==> src/logic/irq_prio_consts.svh <==
// offsets, field positions and reset values of the interrupt priority block
// Behaviour
// - 3-bit priority field, 111 means level 7
// - priority 000 never requests the CPU
// - codes 001..111 map to levels 1..7
// - reset sets every priority field to 4
// - bits 15, 11, 7, 3 ignore writes, read 0
// - CAN event 14:12, CAN receive 10:8
// - serial2 event 6:4, serial2 error 2:0
// - control bit 15 stops user interrupt nesting
// - per-source pending flag and enable bit
// - cleared enable blocks request despite pending flag
// - flag stays set until software clears it
// - trap request persists while trap flag set
// - return restores saved PC, status byte, level
// - OR 0eh into status byte masks all users
// - traps at levels 8..15 masked only by an equal or higher CPU level
// - timed disable masks levels 1..6 only
`ifndef IRQ_PRIO_CONSTS_SVH
`define IRQ_PRIO_CONSTS_SVH

// ****************************************************************
// register byte offsets on the bus
// ****************************************************************
`define OFS_PRIO 12'h000
`define OFS_FLAG 12'h004
`define OFS_ENAB 12'h008
`define OFS_CTL1 12'h00c
`define OFS_SRL 12'h010
`define OFS_TIMED_IRQ_DISABLE 12'h014
`define OFS_STAT 12'h018

// ****************************************************************
// field positions
// ****************************************************************
`define POS_CAN_EVENT 12
`define POS_CAN_RX 8
`define POS_SER2_EVENT 4
`define POS_SER2_ERROR 0
`define POS_NESTING_OFF 15
`define POS_SRL_LEVEL 1
`define POS_STAT_REQ_LVL 4
`define POS_STAT_REQ_ID 8
`define POS_STAT_REQ 13
`define POS_STAT_OVF 14

// ****************************************************************
// reset values, masks and level limits
// ****************************************************************
`define PRIO_RST 16'h4444
`define PRIO_MASK 16'h7777
`define SRL_RST 8'h00
`define IRQ_OFF_OR 8'h0e
`define LVL_TIMED_IRQ_DISABLE_TOP 4'h6
`define LVL_USER_TOP 4'h7

`endif

==> src/logic/irq_prio_pkg.sv <==
// types shared by the interrupt priority block
package irq_prio_pkg;
	// 4-bit priority level, 8..15 are trap levels
	typedef logic [3:0] level_t;
	// 3-bit user priority code
	typedef logic [2:0] prio_t;
	// bus slave phase
	typedef enum logic [1:0] {
		BUS_IDLE = 2'b01,
		BUS_DONE = 2'b10
	} bus_state_t;
endpackage

==> src/logic/irq_pick_if.sv <==
// carrier between the controller and its priority arbiter
`timescale 1ns/1ps
interface irq_pick_if #(
	parameter int NSRC = 4,
	parameter int NTRAP = 8
);
	import irq_prio_pkg::*;
	logic [NSRC*3-1:0] prio; // packed priority codes
	logic [NSRC-1:0] pend; // pending and enabled sources
	logic [NTRAP-1:0] trap; // trap flags
	level_t win_lvl; // winning level
	logic [4:0] win_id; // winning source or trap index
	logic win_valid; // any candidate at all
	modport arb(input prio, input pend, input trap,
		output win_lvl, output win_id, output win_valid);
	modport ctl(output prio, output pend, output trap,
		input win_lvl, input win_id, input win_valid);
endinterface

==> src/logic/irq_prio_arbiter.sv <==
// combinational pick of the highest pending request
`timescale 1ns/1ps
module irq_prio_arbiter
	import irq_prio_pkg::*;
#(
	parameter int NSRC = 4,
	parameter int NTRAP = 8
) (
	// candidates in, winner out
	irq_pick_if.arb pick
);
	level_t best_lvl; // level found so far
	logic [4:0] best_id; // index found so far
	logic best_v; // something found

	// field of one source, used for both test and level
	function automatic prio_t code_of(input logic [NSRC*3-1:0] v,
		input int i);
		code_of = v[i*3 +: 3];
	endfunction

	// ascending scan with strict compare: lower index wins a tie
	always_comb begin
		best_lvl = 4'h0;
		best_id = 5'h00;
		best_v = 1'b0;
		for (int i = 0; i < NSRC; i++) begin
			// code 000 is no candidate at all
			if (pick.pend[i] && code_of(pick.prio, i) != 3'b000 &&
				{1'b0, code_of(pick.prio, i)} > best_lvl) begin
				best_lvl = {1'b0, code_of(pick.prio, i)};
				best_id = 5'(i);
				best_v = 1'b1;
			end
		end
		// traps sit above every user level, highest index first
		for (int t = 0; t < NTRAP; t++) begin
			if (pick.trap[t]) begin
				best_lvl = 4'(8 + t);
				best_id = 5'(t);
				best_v = 1'b1;
			end
		end
	end

	assign pick.win_lvl = best_lvl;
	assign pick.win_id = best_id;
	assign pick.win_valid = best_v;
endmodule

==> src/logic/irq_timed_irq_disable_timer.sv <==
// timed disable counter for the lower user levels
`timescale 1ns/1ps
module irq_timed_irq_disable_timer
	import irq_prio_pkg::*;
#(
	parameter int DISW = 14
) (
	// clock, reset and freeze
	input wire logic clk_sys,
	input wire logic rst,
	input wire logic ce,
	// software load
	input wire logic load,
	input wire logic [DISW-1:0] load_val,
	// state
	output logic [DISW-1:0] count_q,
	output logic busy
);
	// remaining cycles; a reload simply restarts the window
	always_ff @(posedge clk_sys or posedge rst) begin
		if (rst) begin
			count_q <= '0;
		end else if (ce) begin
			if (load) begin
				count_q <= load_val;
			end else if (count_q != '0) begin
				count_q <= count_q - DISW'(1);
			end
		end
	end

	assign busy = (count_q != '0);
endmodule

==> src/logic/interrupt_priority_control.sv <==
// interrupt priority, masking, nesting and return control with APB access
`timescale 1ns/1ps
`include "irq_prio_consts.svh"
module interrupt_priority_control
	import irq_prio_pkg::*;
#(
	parameter int DEPTH = 16,
	parameter int PCW = 24,
	parameter int DISW = 14
) (
	// clock, reset and freeze
	input wire logic clk_sys,
	input wire logic rst,
	input wire logic ce,
	// APB slave
	input wire logic psel,
	input wire logic penable,
	input wire logic pwrite,
	input wire logic [11:0] paddr,
	input wire logic [31:0] pwdata,
	output logic [31:0] prdata,
	output logic pready,
	output logic pslverr,
	// peripheral and trap events, one-cycle pulses
	input wire logic [3:0] src_event,
	input wire logic [7:0] trap_event,
	// CPU core
	input wire logic core_ack,
	input wire logic [PCW-1:0] core_pc,
	input wire logic core_return,
	output logic irq_req,
	output logic [4:0] irq_id,
	output logic [3:0] irq_level,
	output logic [PCW-1:0] ret_pc,
	output logic ret_valid,
	output logic [3:0] cpu_level
);
	localparam int NSRC = 4; // sources of the priority register
	localparam int NTRAP = 8; // levels 8..15
	localparam int SW = $clog2(DEPTH); // stack index width
	localparam int DW = $clog2(DEPTH + 1); // depth counter width

	// ****************************************************************
	// state
	// ****************************************************************
	bus_state_t bus_q; // APB phase
	logic [31:0] prdata_q; // read data
	logic pready_q; // access answer
	logic pslverr_q; // unmapped access
	logic [15:0] prio_q; // irq_priority_ctrl_8
	logic [NSRC-1:0] flag_q; // irq_flag_regs
	logic [NSRC-1:0] enab_q; // irq_enable_regs
	logic nesting_off_q; // irq_control_one bit 15
	logic [NTRAP-1:0] trap_q; // trap status flags
	logic [7:0] srl_q; // status_low_byte
	logic ipl3_q; // trap-level bit of the CPU level
	logic [DW-1:0] depth_q; // nested services on the stack
	logic ovf_q; // push attempted while stack full
	logic irq_req_q; // request to the core
	logic [4:0] irq_id_q; // index of the request
	level_t irq_level_q; // level of the request
	logic [PCW-1:0] ret_pc_q; // restored program counter
	logic ret_valid_q; // restore pulse
	// return stack, no reset needed: read only below depth
	logic [PCW-1:0] stk_pc_q [DEPTH];
	logic [7:0] stk_srl_q [DEPTH];
	logic stk_ipl3_q [DEPTH];

	// ****************************************************************
	// combinational helpers
	// ****************************************************************
	logic bus_take; // access edge of a transfer
	logic wr_take; // write takes effect here
	logic [31:0] rd_mux; // read data of the addressed register
	logic rd_err; // address maps to nothing
	level_t cpu_lvl; // current CPU priority level
	logic in_svc; // a service routine is running
	logic [SW-1:0] top_idx; // top of the stack
	logic allow; // winner may be presented
	logic [NSRC-1:0] flag_clr; // software clears
	logic [NTRAP-1:0] trap_clr; // software clears
	logic [DISW-1:0] timed_irq_disable_count; // timed disable remaining
	logic timed_irq_disable_busy; // timed disable running

	// address decode shared by reads and writes
	function automatic logic is_reg(input logic [11:0] a,
		input logic [11:0] ofs);
		is_reg = (a == ofs);
	endfunction

	assign bus_take = (bus_q == BUS_DONE) && psel && penable;
	assign wr_take = bus_take && pwrite;
	assign cpu_lvl = {ipl3_q, srl_q[`POS_SRL_LEVEL +: 3]};
	assign in_svc = (depth_q != '0);
	assign top_idx = SW'(depth_q - DW'(1));

	// ****************************************************************
	// priority arbiter and timed disable
	// ****************************************************************
	irq_pick_if #(.NSRC(NSRC), .NTRAP(NTRAP)) pick ();
	// packed codes, reserved bits squeezed out
	assign pick.prio = {prio_q[14:12], prio_q[10:8], prio_q[6:4],
		prio_q[2:0]};
	assign pick.pend = flag_q & enab_q;
	assign pick.trap = trap_q;

	irq_prio_arbiter #(.NSRC(NSRC), .NTRAP(NTRAP)) u_arb (
		.pick(pick.arb)
	);

	irq_timed_irq_disable_timer #(.DISW(DISW)) u_timed_irq_disable (
		.clk_sys(clk_sys),
		.rst(rst),
		.ce(ce),
		.load(wr_take && is_reg(paddr, `OFS_TIMED_IRQ_DISABLE)),
		.load_val(pwdata[DISW-1:0]),
		.count_q(timed_irq_disable_count),
		.busy(timed_irq_disable_busy)
	);

	// masking: user levels by CPU level, nesting and timed disable
	always_comb begin
		allow = 1'b0;
		if (pick.win_valid && pick.win_lvl > cpu_lvl) begin
			if (pick.win_lvl[3]) begin
				allow = 1'b1;
			end else if (nesting_off_q && in_svc) begin
				allow = 1'b0;
			end else if (timed_irq_disable_busy && pick.win_lvl <= `LVL_TIMED_IRQ_DISABLE_TOP) begin
				allow = 1'b0;
			end else begin
				allow = 1'b1;
			end
		end
	end

	// ****************************************************************
	// APB slave
	// ****************************************************************
	// read mux; reserved bits come back as zero
	always_comb begin
		rd_mux = 32'h0000_0000;
		rd_err = 1'b0;
		if (is_reg(paddr, `OFS_PRIO)) begin
			rd_mux[15:0] = prio_q & `PRIO_MASK;
		end else if (is_reg(paddr, `OFS_FLAG)) begin
			rd_mux[NSRC-1:0] = flag_q;
		end else if (is_reg(paddr, `OFS_ENAB)) begin
			rd_mux[NSRC-1:0] = enab_q;
		end else if (is_reg(paddr, `OFS_CTL1)) begin
			rd_mux[`POS_NESTING_OFF] = nesting_off_q;
			rd_mux[NTRAP-1:0] = trap_q;
		end else if (is_reg(paddr, `OFS_SRL)) begin
			rd_mux[7:0] = srl_q;
		end else if (is_reg(paddr, `OFS_TIMED_IRQ_DISABLE)) begin
			rd_mux[DISW-1:0] = timed_irq_disable_count;
		end else if (is_reg(paddr, `OFS_STAT)) begin
			rd_mux[3:0] = cpu_lvl;
			rd_mux[`POS_STAT_REQ_LVL +: 4] = irq_level_q;
			rd_mux[`POS_STAT_REQ_ID +: 5] = irq_id_q;
			rd_mux[`POS_STAT_REQ] = irq_req_q;
			rd_mux[`POS_STAT_OVF] = ovf_q;
		end else begin
			rd_err = 1'b1; // unmapped answers with an error
		end
	end

	// one wait state: answer on the second access cycle
	always_ff @(posedge clk_sys or posedge rst) begin
		if (rst) begin
			bus_q <= BUS_IDLE;
			pready_q <= 1'b0;
			prdata_q <= 32'h0000_0000;
			pslverr_q <= 1'b0;
		end else if (ce) begin
			case (bus_q)
				BUS_IDLE: begin
					if (psel && penable) begin
						bus_q <= BUS_DONE;
						pready_q <= 1'b1;
						prdata_q <= pwrite ? 32'h0000_0000 : rd_mux;
						pslverr_q <= rd_err;
					end
				end
				BUS_DONE: begin
					bus_q <= BUS_IDLE;
					pready_q <= 1'b0;
					pslverr_q <= 1'b0;
				end
				default: begin
					bus_q <= BUS_IDLE;
					pready_q <= 1'b0;
				end
			endcase
		end
	end

	// ****************************************************************
	// software registers
	// ****************************************************************
	// priority fields; reserved bits never store
	always_ff @(posedge clk_sys or posedge rst) begin
		if (rst) begin
			prio_q <= `PRIO_RST;
		end else if (ce && wr_take && is_reg(paddr, `OFS_PRIO)) begin
			prio_q <= pwdata[15:0] & `PRIO_MASK;
		end
	end

	// write-one-to-clear masks; an event in the same cycle wins
	assign flag_clr = (wr_take && is_reg(paddr, `OFS_FLAG)) ?
		pwdata[NSRC-1:0] : '0;
	assign trap_clr = (wr_take && is_reg(paddr, `OFS_CTL1)) ?
		pwdata[NTRAP-1:0] : '0;

	// pending flags stay until cleared by software
	always_ff @(posedge clk_sys or posedge rst) begin
		if (rst) begin
			flag_q <= '0;
		end else if (ce) begin
			flag_q <= (flag_q & ~flag_clr) | src_event;
		end
	end

	// trap flags: the request persists until the handler clears it
	always_ff @(posedge clk_sys or posedge rst) begin
		if (rst) begin
			trap_q <= '0;
		end else if (ce) begin
			trap_q <= (trap_q & ~trap_clr) | trap_event;
		end
	end

	// enables and nesting control
	always_ff @(posedge clk_sys or posedge rst) begin
		if (rst) begin
			enab_q <= '0;
			nesting_off_q <= 1'b0;
		end else if (ce && wr_take) begin
			if (is_reg(paddr, `OFS_ENAB)) begin
				enab_q <= pwdata[NSRC-1:0];
			end else if (is_reg(paddr, `OFS_CTL1)) begin
				nesting_off_q <= pwdata[`POS_NESTING_OFF];
			end
		end
	end

	// ****************************************************************
	// service entry and return
	// ****************************************************************
	// core actions win over a bus write in the same cycle
	always_ff @(posedge clk_sys or posedge rst) begin
		if (rst) begin
			srl_q <= `SRL_RST;
			ipl3_q <= 1'b0;
			depth_q <= '0;
			ovf_q <= 1'b0;
			ret_pc_q <= '0;
			ret_valid_q <= 1'b0;
		end else if (ce) begin
			ret_valid_q <= 1'b0;
			if (core_ack && irq_req_q) begin
				// the CPU level rises to that of the taken request
				srl_q[`POS_SRL_LEVEL +: 3] <= irq_level_q[2:0];
				ipl3_q <= irq_level_q[3];
				if (depth_q != DW'(DEPTH)) begin
					depth_q <= depth_q + DW'(1);
				end else begin
					ovf_q <= 1'b1; // too deep: the old context is lost
				end
			end else if (core_return && in_svc) begin
				srl_q <= stk_srl_q[top_idx];
				ipl3_q <= stk_ipl3_q[top_idx];
				ret_pc_q <= stk_pc_q[top_idx];
				ret_valid_q <= 1'b1;
				depth_q <= depth_q - DW'(1);
			end else if (wr_take && is_reg(paddr, `OFS_SRL)) begin
				srl_q <= pwdata[7:0];
			end
		end
	end

	// stack push of the interrupted context
	always_ff @(posedge clk_sys) begin
		if (ce && core_ack && irq_req_q && depth_q != DW'(DEPTH)) begin
			stk_pc_q[depth_q[SW-1:0]] <= core_pc;
			stk_srl_q[depth_q[SW-1:0]] <= srl_q;
			stk_ipl3_q[depth_q[SW-1:0]] <= ipl3_q;
		end
	end

	// request to the core; dropped at the taking edge
	always_ff @(posedge clk_sys or posedge rst) begin
		if (rst) begin
			irq_req_q <= 1'b0;
			irq_id_q <= 5'h00;
			irq_level_q <= 4'h0;
		end else if (ce) begin
			irq_req_q <= allow && !(core_ack && irq_req_q);
			irq_id_q <= pick.win_id;
			irq_level_q <= pick.win_lvl;
		end
	end

	// ****************************************************************
	// outputs
	// ****************************************************************
	assign prdata = prdata_q;
	assign pready = pready_q;
	assign pslverr = pslverr_q;
	assign irq_req = irq_req_q;
	assign irq_id = irq_id_q;
	assign irq_level = irq_level_q;
	assign ret_pc = ret_pc_q;
	assign ret_valid = ret_valid_q;
	assign cpu_level = {ipl3_q, srl_q[`POS_SRL_LEVEL +: 3]};

	// ****************************************************************
	// checks
	// ****************************************************************
	prio_t req_code; // code of the requesting user source
	level_t top_srl_lvl; // level that a return would restore
	assign req_code = prio_q[{irq_id_q[1:0], 2'b00} +: 3];
	assign top_srl_lvl = {stk_ipl3_q[top_idx],
		stk_srl_q[top_idx][`POS_SRL_LEVEL +: 3]};
endmodule

==> config.mk <==
export PLATFORM = sky130hd
export DESIGN_NAME = interrupt_priority_control
export DESIGN_NICKNAME = d
export VERILOG_FILES = /design/src/logic/irq_prio_pkg.sv /design/src/logic/irq_pick_if.sv /design/src/logic/irq_prio_arbiter.sv /design/src/logic/irq_timed_irq_disable_timer.sv /design/src/logic/interrupt_priority_control.sv
export VERILOG_INCLUDE_DIRS = /design/src /design/src/logic
export SDC_FILE = /design/constraint.sdc
export NUM_CORES = 1
export LEC_CHECK = 0
export ABC_AREA = 1
export ABC_CLOCK_PERIOD_IN_PS = 8300
export BUFFER_PORTS_ARGS = -buffer_cell sky130_fd_sc_hd__buf_2
export CAP_MARGIN = 10
export CORE_MARGIN = 5
export CORE_UTILIZATION = 48
export CTS_BUF_LIST = sky130_fd_sc_hd__clkbuf_4
export DETAILED_ROUTE_END_ITERATION = 16
export GPL_ROUTABILITY_DRIVEN = 0
export MAX_ROUTING_LAYER = met4
export PLACE_DENSITY_LB_ADDON = 0.08
export SYNTH_ARGS = -nofsm -noshare
export SYNTH_HDL_FRONTEND = slang
export SYNTH_SLANG_ARGS = --single-unit
==> constraint.sdc <==
create_clock -name clk_sys -period 8.3 [get_ports clk_sys]
set_input_delay 1.66 -clock clk_sys [delete_from_list [all_inputs] [get_ports clk_sys]]
set_output_delay 1.66 -clock clk_sys [all_outputs]
set_load 0.01 [all_outputs]
==> results.txt, run 1 <==
After global routing the overflow that remains totals 0. The number of vias in the routed layout was 18700; the routed length per placed instance was 22.5 microns. The number of buffer and inverter stages on the critical path came out at 4. Post-CTS timing repair inserted 0 buffers for setup. The switching power as a share of total power is 38.6%, and the overall die area is 60300 sq um. In the synthesized netlist the async set-or-reset flop fraction comes to 17.2%.

The critical path goes through inv_6 -> ha_4 -> clkinv_2 -> buf_4 -> buf_4 -> o21ai_0 -> o22ai_1 -> o211ai_1 -> a21oi_1 -> a21oi_1 -> o21ai_1 -> nand2_1 -> o21ai_0. The number of gates resized after cts is 0, and the clock input transition at the sequential cells of the worst setup and hold paths is 0.07 ns. Port buffering added 126 buffers. The tools report the minimum setup slack among reg-to-reg paths as 2.82 ns. Summed over all failing endpoints, the final setup total negative slack is 0 ns. The worst setup path is captured at a flop. The logs give 0 for the number of failing hold endpoints at the final stage and 0 for the max-capacitance violation count.

The violation count after the first detailed-route iteration was 1566. By count the netlist is led by 528 x sky130_fd_sc_hd__edfxtp_1, 376 x sky130_fd_sc_hd__o21ai_0, 335 x sky130_fd_sc_hd__nor2_1. The post-synthesis to final-layout area growth is 13.4%, and the cell count along the critical path is 13. The remaining antenna violation count after routing is 0, and the residual DRC count is 0.

Hold-fix buffer count after cts: 0. The floorplan step set the die height to 246 microns. The worst register-to-register path begins at depth_q[0].

The tools report the count of non-filler cells in the finished layout as 3281. Of the synthesized area, sequential elements account for 69.9%. The x dimension of the die was 246 microns. The wire length of the first global-routing pass was 111000 microns; the transition at the pin with the smallest max-transition slack was 1.10 ns. The synthesized instance count is 2212, and the HPWL after detailed placement is 40000 microns. Number of buffers on the longest clock path: 3. The most used flip-flop cell after synthesis is sky130_fd_sc_hd__edfxtp_1. The critical path starts at depth_q[0].

The slowest stage cell on the critical path was sky130_fd_sc_hd__dfrtp_4. CTS placed an instance of sky130_fd_sc_hd__clkbuf_4 at the clock tree root. The via count of the first global-routing pass is 18600. Fill cells in the final layout number 4738.

The number of antenna violations at the first check in global routing came out at 2. TritonCTS built the clock tree. The type of the worst min-delay path is flop to flop.

The post-synthesis sequential element count is 638. After detailed routing, the number of vias per cell comes to 5.69. The cell depth of the worst min-delay path works out to 1. The run finished with clean final reports. Setup violations remaining at the end of the flow were counted as 0.

The internal power of the cells totals 6.37 mW. The critical path capture point was srl_q[1]. Global routing used 24.9% of the available tracks. The cell type group with the largest total delay on the critical path is buffers and inverters. The endpoint of the most critical register-to-register path was srl_q[1]. The first detailed-routing pass ran for 6 iterations. The depth of the worst register-to-register path was 13. TritonCTS created 168 clock buffers. The critical path's largest stage delay came out at 1.10 ns. The average size of a mapped cell is 12.0 sq um, and the worst voltage drop across the vdd grid is 0.000284 V. The number of different library cells used by synthesis comes to 49.

Summed over all cells, the static leakage comes to 10.9 nW. The routed design has 73700 microns of wire. Type of the worst setup path: flop to flop. The portion of the clock cycle consumed by the worst path in the final layout came out at 66.0%. Counting flops with a built-in enable in the synthesized netlist gives 528. The number of warnings issued by yosys was 0; the pin count of the biggest net entering global routing was 112. The logs give 0.99 ns for the clock latency reported for the late side of the worst-skew pair and 2513 for the number of nets in the finished design.

Headroom to the max-slew limit came out at 26.4%. In the post-synthesis netlist, the biggest area contributors are sky130_fd_sc_hd__edfxtp_1 60%, sky130_fd_sc_hd__dfrtp_1 9.9%, sky130_fd_sc_hd__o21ai_0 7.1%, sky130_fd_sc_hd__nor2_1 4.7%, sky130_fd_sc_hd__o221ai_1 3.9%. The final critical-path required period works out to 5.48 ns. Summed over all nets, the switching power comes to 4.01 mW. In this run, flip-flops and latches consume 39.1% of the power. Of the post-synthesis cell area, the dominant cell type holds 59.6%. The clock tree synthesis step divided the H-tree into 4 levels. The final-report max-slew violation count was 0; the I/O pin total was 161. Starting density of the core: 48.4%.

Largest area contributor in the synthesized netlist: sky130_fd_sc_hd__edfxtp_1. The number of cells after detailed placement was 2984. The tools report the clock share of power as 27.4%. For the area of the placeable core, the log shows 55000 sq um. The worst setup path is launched from a flop. Along the worst path, the maximum fanout reaches 111. For the worst clock skew, the log shows 0.0410 ns. The most common cell in the synthesized netlist is sky130_fd_sc_hd__edfxtp_1.

The clock drives 638 sinks. Setup repair after global routing left no endpoint under its margin. Combinational cells account for 33.4% of the total power.

The count of standard-cell rows was 86. STA puts the critical path data required time at 9.14 ns. For the worst setup path, the data arrival time is 6.31 ns.

The total standard cell area after synthesis was 26600 sq um. The power per cell area was 344 nW/um^2. The maximum frequency from static timing analysis was 0.183 GHz. The fraction of final layout cells with drive strength greater than 1 was 20.2%.
flip-flops by register name, summed over array words and instances (netlist names), 4 cells and up:
register / cells
stk_pc_q: 384
stk_srl_q: 128
ret_pc: 24
prdata: 16
stk_ipl3_q: 16
u_timed_irq_disable.count_q: 14
prio_q: 12
pick.trap: 8
srl_q: 8
depth_q: 5
enab_q: 4
flag_q: 4
irq_level: 4
metrics by stage:
stage	utilization (%)	setup WS [ns]	hold slack (ns)	area (sq um)	power, mW
global placement	50.8	3.02	0.461	28000	7.51
global route	54.9	2.48	0.504	30200	11.0
detailed placement	50.8	2.92	0.466	28000	7.62
floorplan	-	3.37	0.428	26700	6.34
CTS	54.9	2.91	0.483	30200	10.5
finish	54.9	2.82	0.479	30200	10.4
worst min-delay path by stage:
| stage | start | to | slack, ns |
|---|---|---|---|
| 3_5_place_dp | ret_valid | ret_valid | 0.47 |
| 3_3_place_gp | depth_q[4] | depth_q[4] | 0.46 |
| 4_1_cts | depth_q[4] | depth_q[4] | 0.48 |
| 5_1_grt | depth_q[4] | depth_q[4] | 0.50 |
| 2_1_floorplan | ovf_q | ovf_q | 0.43 |
| 6_report | depth_q[4] | depth_q[4] | 0.48 |
placed cells by master (no fill, tap or decap), drive strengths merged:
cell type,Yosys,routed
xnor2,1,1
dfstp,5,5
a22oi,26,26
nor2,345,345
o21a,1,1
o211ai,19,19
o221ai,119,119
a21o,1,1
ha,19,19
o41ai,1,1
edfxtp,528,528
mux2i,1,1
a2111oi,1,1
dfrtp,105,105
nor4,3,3
bufinv,0,4
buf,68,160
inv,132,135
o22ai,28,28
clkbuf,85,270
a211oi,2,2
nand3b,1,1
nand3,55,55
a32o,3,3
clkinvlp,0,2
xor2,7,7
o31ai,1,1
nand2,176,176
or2,1,1
nor3,13,13
nand4,4,4
a221oi,5,5
o21ai,389,389
clkinv,1,17
a31oi,27,27
conb,1,18
a21oi,38,38
diode,0,2
power groups by stage:
stage	Sequential, mW	Combinational, mW	Clock, mW
after floorplan	3.99	2.35	0
after global placement	4.11	3.40	0
after detailed placement	4.13	3.49	0
after CTS	4.06	3.50	2.92
after global routing	4.10	3.84	3.11
final	4.06	3.47	2.85
layout make-up:
class	instances	area [sq um]	area share [%]
diodes	2	5.00	0.0166
clock buffers	270	2030	6.71
clock inverters	25	216	0.717
inverters	133	508	1.68
multi-input cells	1305	7010	23.2
flip-flops and latches	638	18600	61.6
well taps	748	936	3.10
repair buffers	160	886	2.93
routing by layer:
metal  GRT usage, %  wire (microns)  up-vias
met5              -               0        -
met4           7.68            1460        0
met3           5.43            4510      106
met2           40.1           36500      654
met1           32.2           31200     9326
li1               -               -     8592
kinds of logic (layout without fill, tap and decap cells):
kind of cell	Yosys count	count (layout)	share of synthesized area, %
AO/OA/AOI/OAI	661	661	15.0
AND/OR/NAND/NOR	598	598	9.23
other	1	20	0.0141
multiplexers	1	1	0.0376
buffers and inverters	286	588	4.55
XOR/XNOR	8	8	0.320
adder cells (fa/ha/maj)	19	19	0.893
flip-flops	638	638	69.9
No activity file was read; power rests on OpenSTA's default activity.
==> run 2, diff against run 1 <==
--- a/config.mk
+++ b/config.mk
@@ -6,8 +6,8 @@
 export SDC_FILE = /design/constraint.sdc
 export NUM_CORES = 1
 export LEC_CHECK = 0
-export ABC_AREA = 1
-export ABC_CLOCK_PERIOD_IN_PS = 8300
+export ABC_AREA = 0
+export ABC_CLOCK_PERIOD_IN_PS = 4500
 export BUFFER_PORTS_ARGS = -buffer_cell sky130_fd_sc_hd__buf_2
 export CAP_MARGIN = 10
 export CORE_MARGIN = 5
==> constraint.sdc (replaced) <==
create_clock -name clk_sys -period 4.5 [get_ports clk_sys]
set_input_delay 0.9 -clock clk_sys [delete_from_list [all_inputs] [get_ports clk_sys]]
set_output_delay 0.9 -clock clk_sys [all_outputs]
set_load 0.01 [all_outputs]
==> run 2 against run 1 <==
The run now ends with setup timing left. Utilization is 1.5 points higher. Critical endpoint is now irq_req. Global-route usage is 1.9 points lower. Register-to-register slack worse by 3.5 ns. Largest cell class unchanged. First-iteration DRC count is 30% lower.
==> results.txt, run 2 <==
Type of the worst min-delay path: primary input to flop. For the post-detailed-placement cell area, the log shows 28400 sq um (+1.7%). By area the synthesized netlist is led by sky130_fd_sc_hd__edfxtp_1 60%, sky130_fd_sc_hd__mux4_2 11%, sky130_fd_sc_hd__dfrtp_1 9.9%, sky130_fd_sc_hd__mux2i_1 1.6%, sky130_fd_sc_hd__nor2_1 1.4%.

Compared with the post-synthesis result, the final layout area differs by 17.1%. The tools report the number of nets in the finished design as 1924 (-23%). The number of antenna violations at the first check in global routing was 4 (+2); the vertical die dimension was 245 microns (-0.31%). Setup repair after global routing could not meet its margin everywhere. The run gives 80 (-29%) as the pin count of the biggest net entering global routing.

The routed length per placed instance came out at 24.8 microns (+10%). STA classifies the critical path endpoint as a flop. The number of enable-type register cells in the synthesized netlist came out at 528 (unchanged). For the number of cells after detailed placement, the log shows 2343 (-21%).

The synthesized design spends more area on one cell type than any other, namely sky130_fd_sc_hd__edfxtp_1. The global route total overflow is 0 (unchanged), and the I/O pin total is 161 (unchanged). The run gives 56.4% (+1.5 points) as the post-layout utilization of the core.

The logs give 81 (+65%) for the count of distinct cell types in the synthesized netlist and 0 (unchanged) for the final-report max-slew violation count. The tools report the root buffer cell as sky130_fd_sc_hd__clkbuf_4. Final-report setup violation count: 1 (+1). The worst voltage drop across the vdd grid was 0.000564 V (+99%); the top cell type's share of synthesized area was 59.9% (+0.39 points). The number of failing hold endpoints at the final stage is 0 (unchanged). The CTS buffer count is 168 (unchanged), and the static leakage is 10.9 nW (about the same).

For the worst hold margin, the log shows 0.132 ns (-0.347 ns). The flip-flop count of the largest register after layout is 384 (unchanged). The run gives 54900 sq um (-0.20%) as the area of the placeable core. The wire length of the first global-routing pass was 100000 microns (-10%). Via-per-instance ratio: 5.72 (+0.53%). The final critical-path required period was 5.13 ns (-0.349 ns). Worst path arrival time: 5.97 ns (-0.34 ns). The largest driver fanout on the critical path works out to 5 (-95%). The required time of the worst setup path is 5.35 ns (-3.79 ns), and the HPWL after detailed placement is 38100 microns (-4.9%). The run gives 48.2% (-0.22 points) as the starting density of the core. The checks that failed: setup timing. The clock input transition at the sequential cells of the worst setup and hold paths works out to 0.06 ns (about the same).

The overall die area is 59900 sq um (-0.62%). Leaving out fill and tap cells, the most frequent cell in the layout is sky130_fd_sc_hd__edfxtp_1. Number of vias in the routed layout: 15300 (-18%). The relative max-transition margin was 36.7% (+10 points). Portion of the clock cycle consumed by the worst path in the final layout: 114% (+48 points). The power per cell area is 592 nW/um^2 (+72%), and the total negative slack is -0.626 ns (-0.626 ns).

The count of H-tree levels built during CTS is 4 (unchanged), and the maximum frequency from static timing analysis is 0.195 GHz (+6.8%). The clock latency reported for the late side of the worst-skew pair is 1.01 ns (+0.02 ns), and the residual DRC count is 0 (unchanged). The cell area after layout was 31000 sq um (+2.5%); the final setup slack of the worst path was -0.626 ns (-3.45 ns). The number of buffers on the longest clock path is 3 (unchanged), and the number of filler cells placed in the layout is 4443 (-6.2%).

The transition at the pin with the smallest max-transition slack is 0.943 ns (-0.162 ns). The number of warnings issued by yosys came out at 0 (unchanged). The library cells used most frequently in the layout, excluding fill and tap cells, are 528 x sky130_fd_sc_hd__edfxtp_1, 261 x sky130_fd_sc_hd__clkbuf_4, 135 x sky130_fd_sc_hd__mux4_2. The proportion of synthesized flip-flops having asynchronous set or reset came out at 17.2% (unchanged).

Top flip-flop cell by instance count after synthesis: sky130_fd_sc_hd__edfxtp_1. Remaining antenna violation count after routing: 0 (unchanged). The sequential-to-total area share from yosys stat is 70.4% (+0.45 points), and the violation count after the first detailed-route iteration is 1090 (-30%). Total wirelength of the detailed-routed design: 66200 microns (-10%).

Type of the worst setup path: flop to flop. The post-synthesis sequential element count is 638 (unchanged), and the average size of a mapped cell is 17.3 sq um (+44%). The length of the first detailed-routing pass in iterations is 5 (-1), and the worst clock skew is 0.0438 ns (+0.00279 ns). By count the netlist is led by 528 x sky130_fd_sc_hd__edfxtp_1, 135 x sky130_fd_sc_hd__mux4_2, 105 x sky130_fd_sc_hd__dfrtp_1. The logs give 0 (unchanged) for the max-capacitance violation count and 638 (unchanged) for the clock sink count.

The fraction of final layout cells with drive strength greater than 1 is 37.1% (+17 points), and the total global-route track usage is 23.1% (-1.9 points). Count of standard-cell rows: 86 (unchanged). Synthesized instance count: 1528 (-31%). TritonCTS built the clock tree.

The x dimension of the die is 245 microns (-0.31%), and the count of buffers from port buffering is 126 (unchanged). The total standard cell area after synthesis was 26500 sq um (-0.64%). The flow ran to the end, but the final reports show violations. Via count of the first global-routing pass: 16200 (-13%). The most frequently used cell type in the post-synthesis netlist was sky130_fd_sc_hd__edfxtp_1. Count of non-filler cells in the finished layout: 2669 (-19%).

The kind of launch point of the worst setup path was a flop.
==> run 2: cell count changes after synthesis, sizes merged, moves of 25 or more <==
| cell | delta |
|---|---|
| a22o | +25 |
| a21oi | +33 |
| nand2 | -94 |
| nor2 | -245 |
| mux4 | +135 |
| clkbuf | -59 |
| mux2 | +41 |
| inv | -107 |
| o21ai | -326 |
| o221ai | -118 |
| mux2i | +41 |
| nand3 | -47 |
==> run 2: final cells by class <==
class	count	area [sq um]	area share (%)
Inverter	25	96.3	0.311
Clock inverter	47	278	0.897
Tap cell	704	881	2.84
Clock buffer	261	1960	6.33
Multi-Input combinational cell	783	7670	24.8
Timing Repair Buffer	201	1440	4.64
Sequential cell	638	18600	60.1
Antenna cell	10	25.0	0.0808
==> run 2: path summary, 6_finish.rpt <==
check | startpoint | to | slack [ns] | depth (start not counted)
max | enab_q[0] | irq_req | -0.63 | 26
min | trap_event[6] | pick.trap[6] | 0.13 | 2
max reg2reg | enab_q[0] | irq_req | -0.63 | 26
min reg2reg | prdata[9] | prdata[9] | 0.47 | 2
max in group asynchronous | rst | prio_q[14] | 2.99 | 4
min in group asynchronous | rst | ret_pc[13] | 0.63 | 3
==> run 2: cell families (layout without fill, tap and decap cells) <==
logic type | count (synthesis) | count (layout) | share of synthesized area (%)
other | 1 | 28 | 0.0142
XOR/XNOR | 7 | 7 | 0.289
flip-flops | 638 | 638 | 70.4
multiplexers | 218 | 218 | 14.9
AND/OR/NAND/NOR | 280 | 280 | 5.05
AO/OA/AOI/OAI | 241 | 241 | 5.89
adder cells (fa/ha/maj) | 19 | 19 | 0.899
buffers and inverters | 124 | 534 | 2.54
==> run 2: routing by layer <==
layer | GRT usage (%) | wire [microns] | vias to the layer above
li1 | - | - | 6761
met1 | 28.9 | 27700 | 7857
met2 | 37.3 | 33200 | 521
met3 | 4.89 | 3200 | 135
met4 | 9.27 | 2100 | 0
met5 | - | 0 | -
==> run 2: repair_timing <==
item | in CTS | in global routing
endpoints found under the setup margin | 1 | 2
buffers inserted | 5 | 2
hold buffers | 1 | 0
gates resized for setup | 23 | 8
pin swaps | 22 | 8
endpoints found under the hold margin | 4 | 0
==> run 2: power by group <==
part	internal (mW)	total [mW]	switching (mW)
Combinational	2.70	5.68	2.97
Sequential	6.97	7.51	0.535
Clock	2.77	5.16	2.39
==> run 2: per-stage QoR <==
| step | total power, mW | setup slack [ns] |
|---|---|---|
| 6_report | 18.3 | -0.626 |
| 5_1_grt | 19.4 | -0.851 |
| 4_1_cts | 18.6 | -0.600 |
| 3_5_place_dp | 13.4 | -0.633 |
| 3_3_place_gp | 13.4 | -0.517 |
| 2_1_floorplan | 11.7 | -0.335 |
==> run 2: worst max-delay path, cell delays in order (launching register included) <==
cell	delay (ns)
sky130_fd_sc_hd__dfrtp_1	0.36
sky130_fd_sc_hd__and2_4	0.19
sky130_fd_sc_hd__nand2_4	0.06
sky130_fd_sc_hd__ha_4	0.26
sky130_fd_sc_hd__and3b_2	0.24
sky130_fd_sc_hd__nor2_4	0.07
sky130_fd_sc_hd__o311ai_4	0.28
sky130_fd_sc_hd__and2_4	0.19
sky130_fd_sc_hd__ha_1	0.24
sky130_fd_sc_hd__a31o_2	0.25
sky130_fd_sc_hd__buf_4	0.15
sky130_fd_sc_hd__a211oi_2	0.22
sky130_fd_sc_hd__a31oi_2	0.07
sky130_fd_sc_hd__inv_1	0.11
sky130_fd_sc_hd__ha_4	0.22
sky130_fd_sc_hd__a211oi_4	0.28
sky130_fd_sc_hd__o41ai_2	0.11
sky130_fd_sc_hd__a31oi_1	0.22
sky130_fd_sc_hd__o31a_1	0.21
sky130_fd_sc_hd__ha_1	0.25
sky130_fd_sc_hd__nor2b_1	0.13
sky130_fd_sc_hd__o211ai_1	0.19
sky130_fd_sc_hd__a21oi_2	0.09
sky130_fd_sc_hd__o311a_1	0.13
sky130_fd_sc_hd__buf_4	0.13
sky130_fd_sc_hd__a222oi_1	0.23
sky130_fd_sc_hd__o31ai_1	0.12
==> run 3, diff against run 2 <==
==> constraint.sdc (replaced) <==
create_clock -name clk_sys -period 4.5 [get_ports clk_sys]
set_input_delay 0.225 -clock clk_sys [delete_from_list [all_inputs] [get_ports clk_sys]]
set_output_delay 0.225 -clock clk_sys [all_outputs]
set_load 0.01 [all_outputs]
==> run 3 against run 2 <==
The run still ends with setup timing left. Via count up 3.5%. Critical path depth up 1. Flip-flop and latch count unchanged. Utilization up 2.1 points. Final area up 3.7%. Count of clock-buffer cells in the layout down 5. Global-route usage up 0.68 points. Clock power down 3%. Total power down 0.13%. Non-clock buffer count up 120. Clock skew up 0.027 ns. Sequential power down 1%.
==> results.txt, run 3 (synthesis results as in run 2) <==
For the max-capacitance violation count, the log shows 0 (unchanged). The internal power of the cells is 12.4 mW (about the same), and the via count of the first global-routing pass is 16600 (+2.5%). The CTS buffer count was 164 (-2.4%); the worst voltage drop across the vdd grid was 0.000382 V (-32%). The startpoint identified for the worst hold timing path is paddr[11]. The post-synthesis to final-layout area growth works out to 21.4%.

The portion of the clock cycle consumed by the worst path in the final layout was 117% (+3.1 points); the depth of the worst register-to-register path was 27 (+3.8%). The type of the worst setup path is flop to flop. The remaining antenna violation count after routing is 0 (unchanged), and the number of cells after detailed placement is 2344 (+0.043%). The relative max-transition margin was 37.4% (+0.73 points).

The count of H-tree levels built during CTS is 4 (unchanged), and the clock share of power is 27.4% (-0.7 points). The clock input transition at the sequential cells of the worst setup and hold paths was 0.06 ns (about the same); the total design power was 18.3 mW (-0.13%). The global route total overflow is 0 (unchanged).

The fraction of final layout cells with drive strength greater than 1 was 36.4% (-0.78 points). The worst hold margin is 0.156 ns (+0.0236 ns), and the maximum frequency from static timing analysis is 0.190 GHz (-2.6%). The part of the total power dissipated in sequential elements is 40.5% (-0.4 points), and the HPWL after detailed placement is 38600 microns (+1.4%). Setup repair after global routing could not meet its margin everywhere. The worst setup path is launched from a flop. The clock latency reported for the late side of the worst-skew pair was 0.99 ns (-0.02 ns). Clock tree synthesis selected as its root buffer the cell sky130_fd_sc_hd__clkbuf_4. The count of buffers from port buffering is 126 (unchanged), and the final setup slack of the worst path is -0.764 ns (-0.138 ns). Worst clock skew: 0.0707 ns (+0.0269 ns). The power per cell area is 570 nW/um^2 (-3.7%), and the vertical die dimension is 245 microns (unchanged). The x dimension of the die is 245 microns (unchanged). The tools report the clock sink count as 638 (unchanged).

The run finished, with violations left. The static leakage was 11.4 nW (+4.4%). For the residual DRC count, the log shows 0 (unchanged). The endpoint identified for the worst register-to-register timing path is irq_req. The startpoint identified for the worst register-to-register timing path is flag_q[0]. The worst hold path belongs to the class primary input to flop. The tools report the number of buffers on the longest clock path as 3 (unchanged).

The critical path's largest stage delay works out to 0.42 ns (+0.06 ns). Switching power as a share of total power: 32.1% (-0.054 points). The switching power was 5.88 mW (-0.29%); the required time of the worst setup path was 5.33 ns (-0.02 ns). The total wirelength of the detailed-routed design was 68600 microns (+3.6%).

The overall die area was 59900 sq um (unchanged); the cell depth of the worst min-delay path was 5 (+3). Starting density of the core: 48.2% (unchanged). The final-report max-slew violation count was 0 (unchanged). The number of antenna violations at the first check in global routing was 3 (-1).

Leaving out fill and tap cells, the most frequent cell in the layout is sky130_fd_sc_hd__edfxtp_1. For the total global-route track usage, the log shows 23.8% (+0.68 points). The final reports fail on setup timing. The post-layout utilization of the core was 58.5% (+2.1 points).

TritonCTS built the clock tree. Number of buffer and inverter stages on the critical path: 5 (+2). Pin count of the biggest net entering global routing: 102 (+28%).

The via-per-instance ratio works out to 5.71 (-0.23%). In this design, the critical path's most frequently occurring cell is sky130_fd_sc_hd__ha_4. Leaving out fill and tap cells, the most frequent cells in the layout are 528 x sky130_fd_sc_hd__edfxtp_1, 256 x sky130_fd_sc_hd__clkbuf_4, 135 x sky130_fd_sc_hd__mux4_2. The transition at the pin with the smallest max-transition slack is 0.936 ns (-0.00646 ns).

The I/O pin total was 161 (unchanged); the number of nets in the finished design was 2040 (+6.0%). The run gives 15800 (+3.5%) as the number of vias in the routed layout. The tools report the minimum setup slack among reg-to-reg paths as -0.76 ns (-0.14 ns). The cell family contributing the most delay on the critical path is simple AND/OR/NAND/NOR gates. The final critical-path required period is 5.26 ns (+0.138 ns), and the wire length of the first global-routing pass is 102000 microns (+2.4%). Final-report setup violation count: 1 (unchanged). The area of the placeable core was 54900 sq um (unchanged); the routed length per placed instance was 24.8 microns (-0.17%). The slowest stage of the critical path is the sky130_fd_sc_hd__or3_4 cell. The tools report the sort of element at the end of the critical path as a flop.

For the violation count after the first detailed-route iteration, the log shows 1030 (-5.5%). The endpoint of the worst hold-timing path was pslverr. The largest driver fanout on the critical path is 5 (unchanged), and the combinational share of power is 32.1% (+1.2 points). For the length of the first detailed-routing pass in iterations, the log shows 5 (unchanged). The count of standard-cell rows was 86 (unchanged). For the number of failing hold endpoints at the final stage, the log shows 0 (unchanged).

For the count of non-filler cells in the finished layout, the log shows 2770 (+3.8%). The flip-flop count of the largest register after layout came out at 384 (unchanged). For the worst path arrival time, the log shows 6.09 ns (+0.12 ns).
==> run 3: through the flow <==
stage / setup TNS [ns] / cell area, sq um / setup WS [ns]
after floorplan: -0.335 / 26600 / -0.335
after global placement: -0.504 / 28400 / -0.504
after detailed placement: -0.671 / 28400 / -0.671
after CTS: -0.531 / 31900 / -0.531
after global routing: -0.956 / 32100 / -0.911
final: -0.764 / 32100 / -0.764
==> run 3: cell type report <==
class                   count  area, sq um
repair buffers            321         2520
multi-input cells         783         7830
flip-flops and latches    638        18600
diodes                      3         7.51
clock inverters            40          234
clock buffers             256         1920
fillers                  4216        22800
well taps                 704          881
inverters                  25         96.3
==> run 3: repair_timing <==
item                                   CTS  global route
endpoints found under the hold margin  537             0
hold buffers                           105             0
resized for setup                       37            21
setup endpoints to repair                1             3
pin swaps                               27            26
buffers inserted                        20             4
==> run 3: layer usage <==
metal / up-vias / share of wire, % / GRT usage, %
li1: 6995 / - / -
met1: 8111 / 42 / 30.0
met2: 539 / 49 / 37.9
met3: 170 / 4.9 / 4.74
met4: 0 / 4.1 / 10.5
met5: - / 0 / -
==> run 3: power groups by stage <==
stage,Combinational [mW],Clock [mW],Sequential [mW]
detailed placement,5.88,0,7.53
global route,6.42,5.51,7.46
finish,5.88,5.02,7.42
floorplan,4.32,0,7.40
global placement,5.85,0,7.50
CTS,5.98,5.18,7.41
==> run 3: how the worst max path moves through the flow <==
stage	startpoint	end	slack, ns	cells after the start
after floorplan	prio_q[2]	irq_req	-0.33	24
after global placement	prio_q[2]	irq_req	-0.50	25
after detailed placement	prio_q[2]	irq_req	-0.67	24
after CTS	prio_q[2]	irq_req	-0.53	25
after global routing	flag_q[0]	irq_req	-0.91	28
final	flag_q[0]	irq_req	-0.76	27
==> run 3: tightest hold or removal path, stage by stage <==
cell and delay (ns):
sky130_fd_sc_hd__buf_2 0.07, sky130_fd_sc_hd__nor2_1 0.05, sky130_fd_sc_hd__nand3_1 0.50, sky130_fd_sc_hd__a211oi_1 0.10, sky130_fd_sc_hd__a21oi_1 0.12
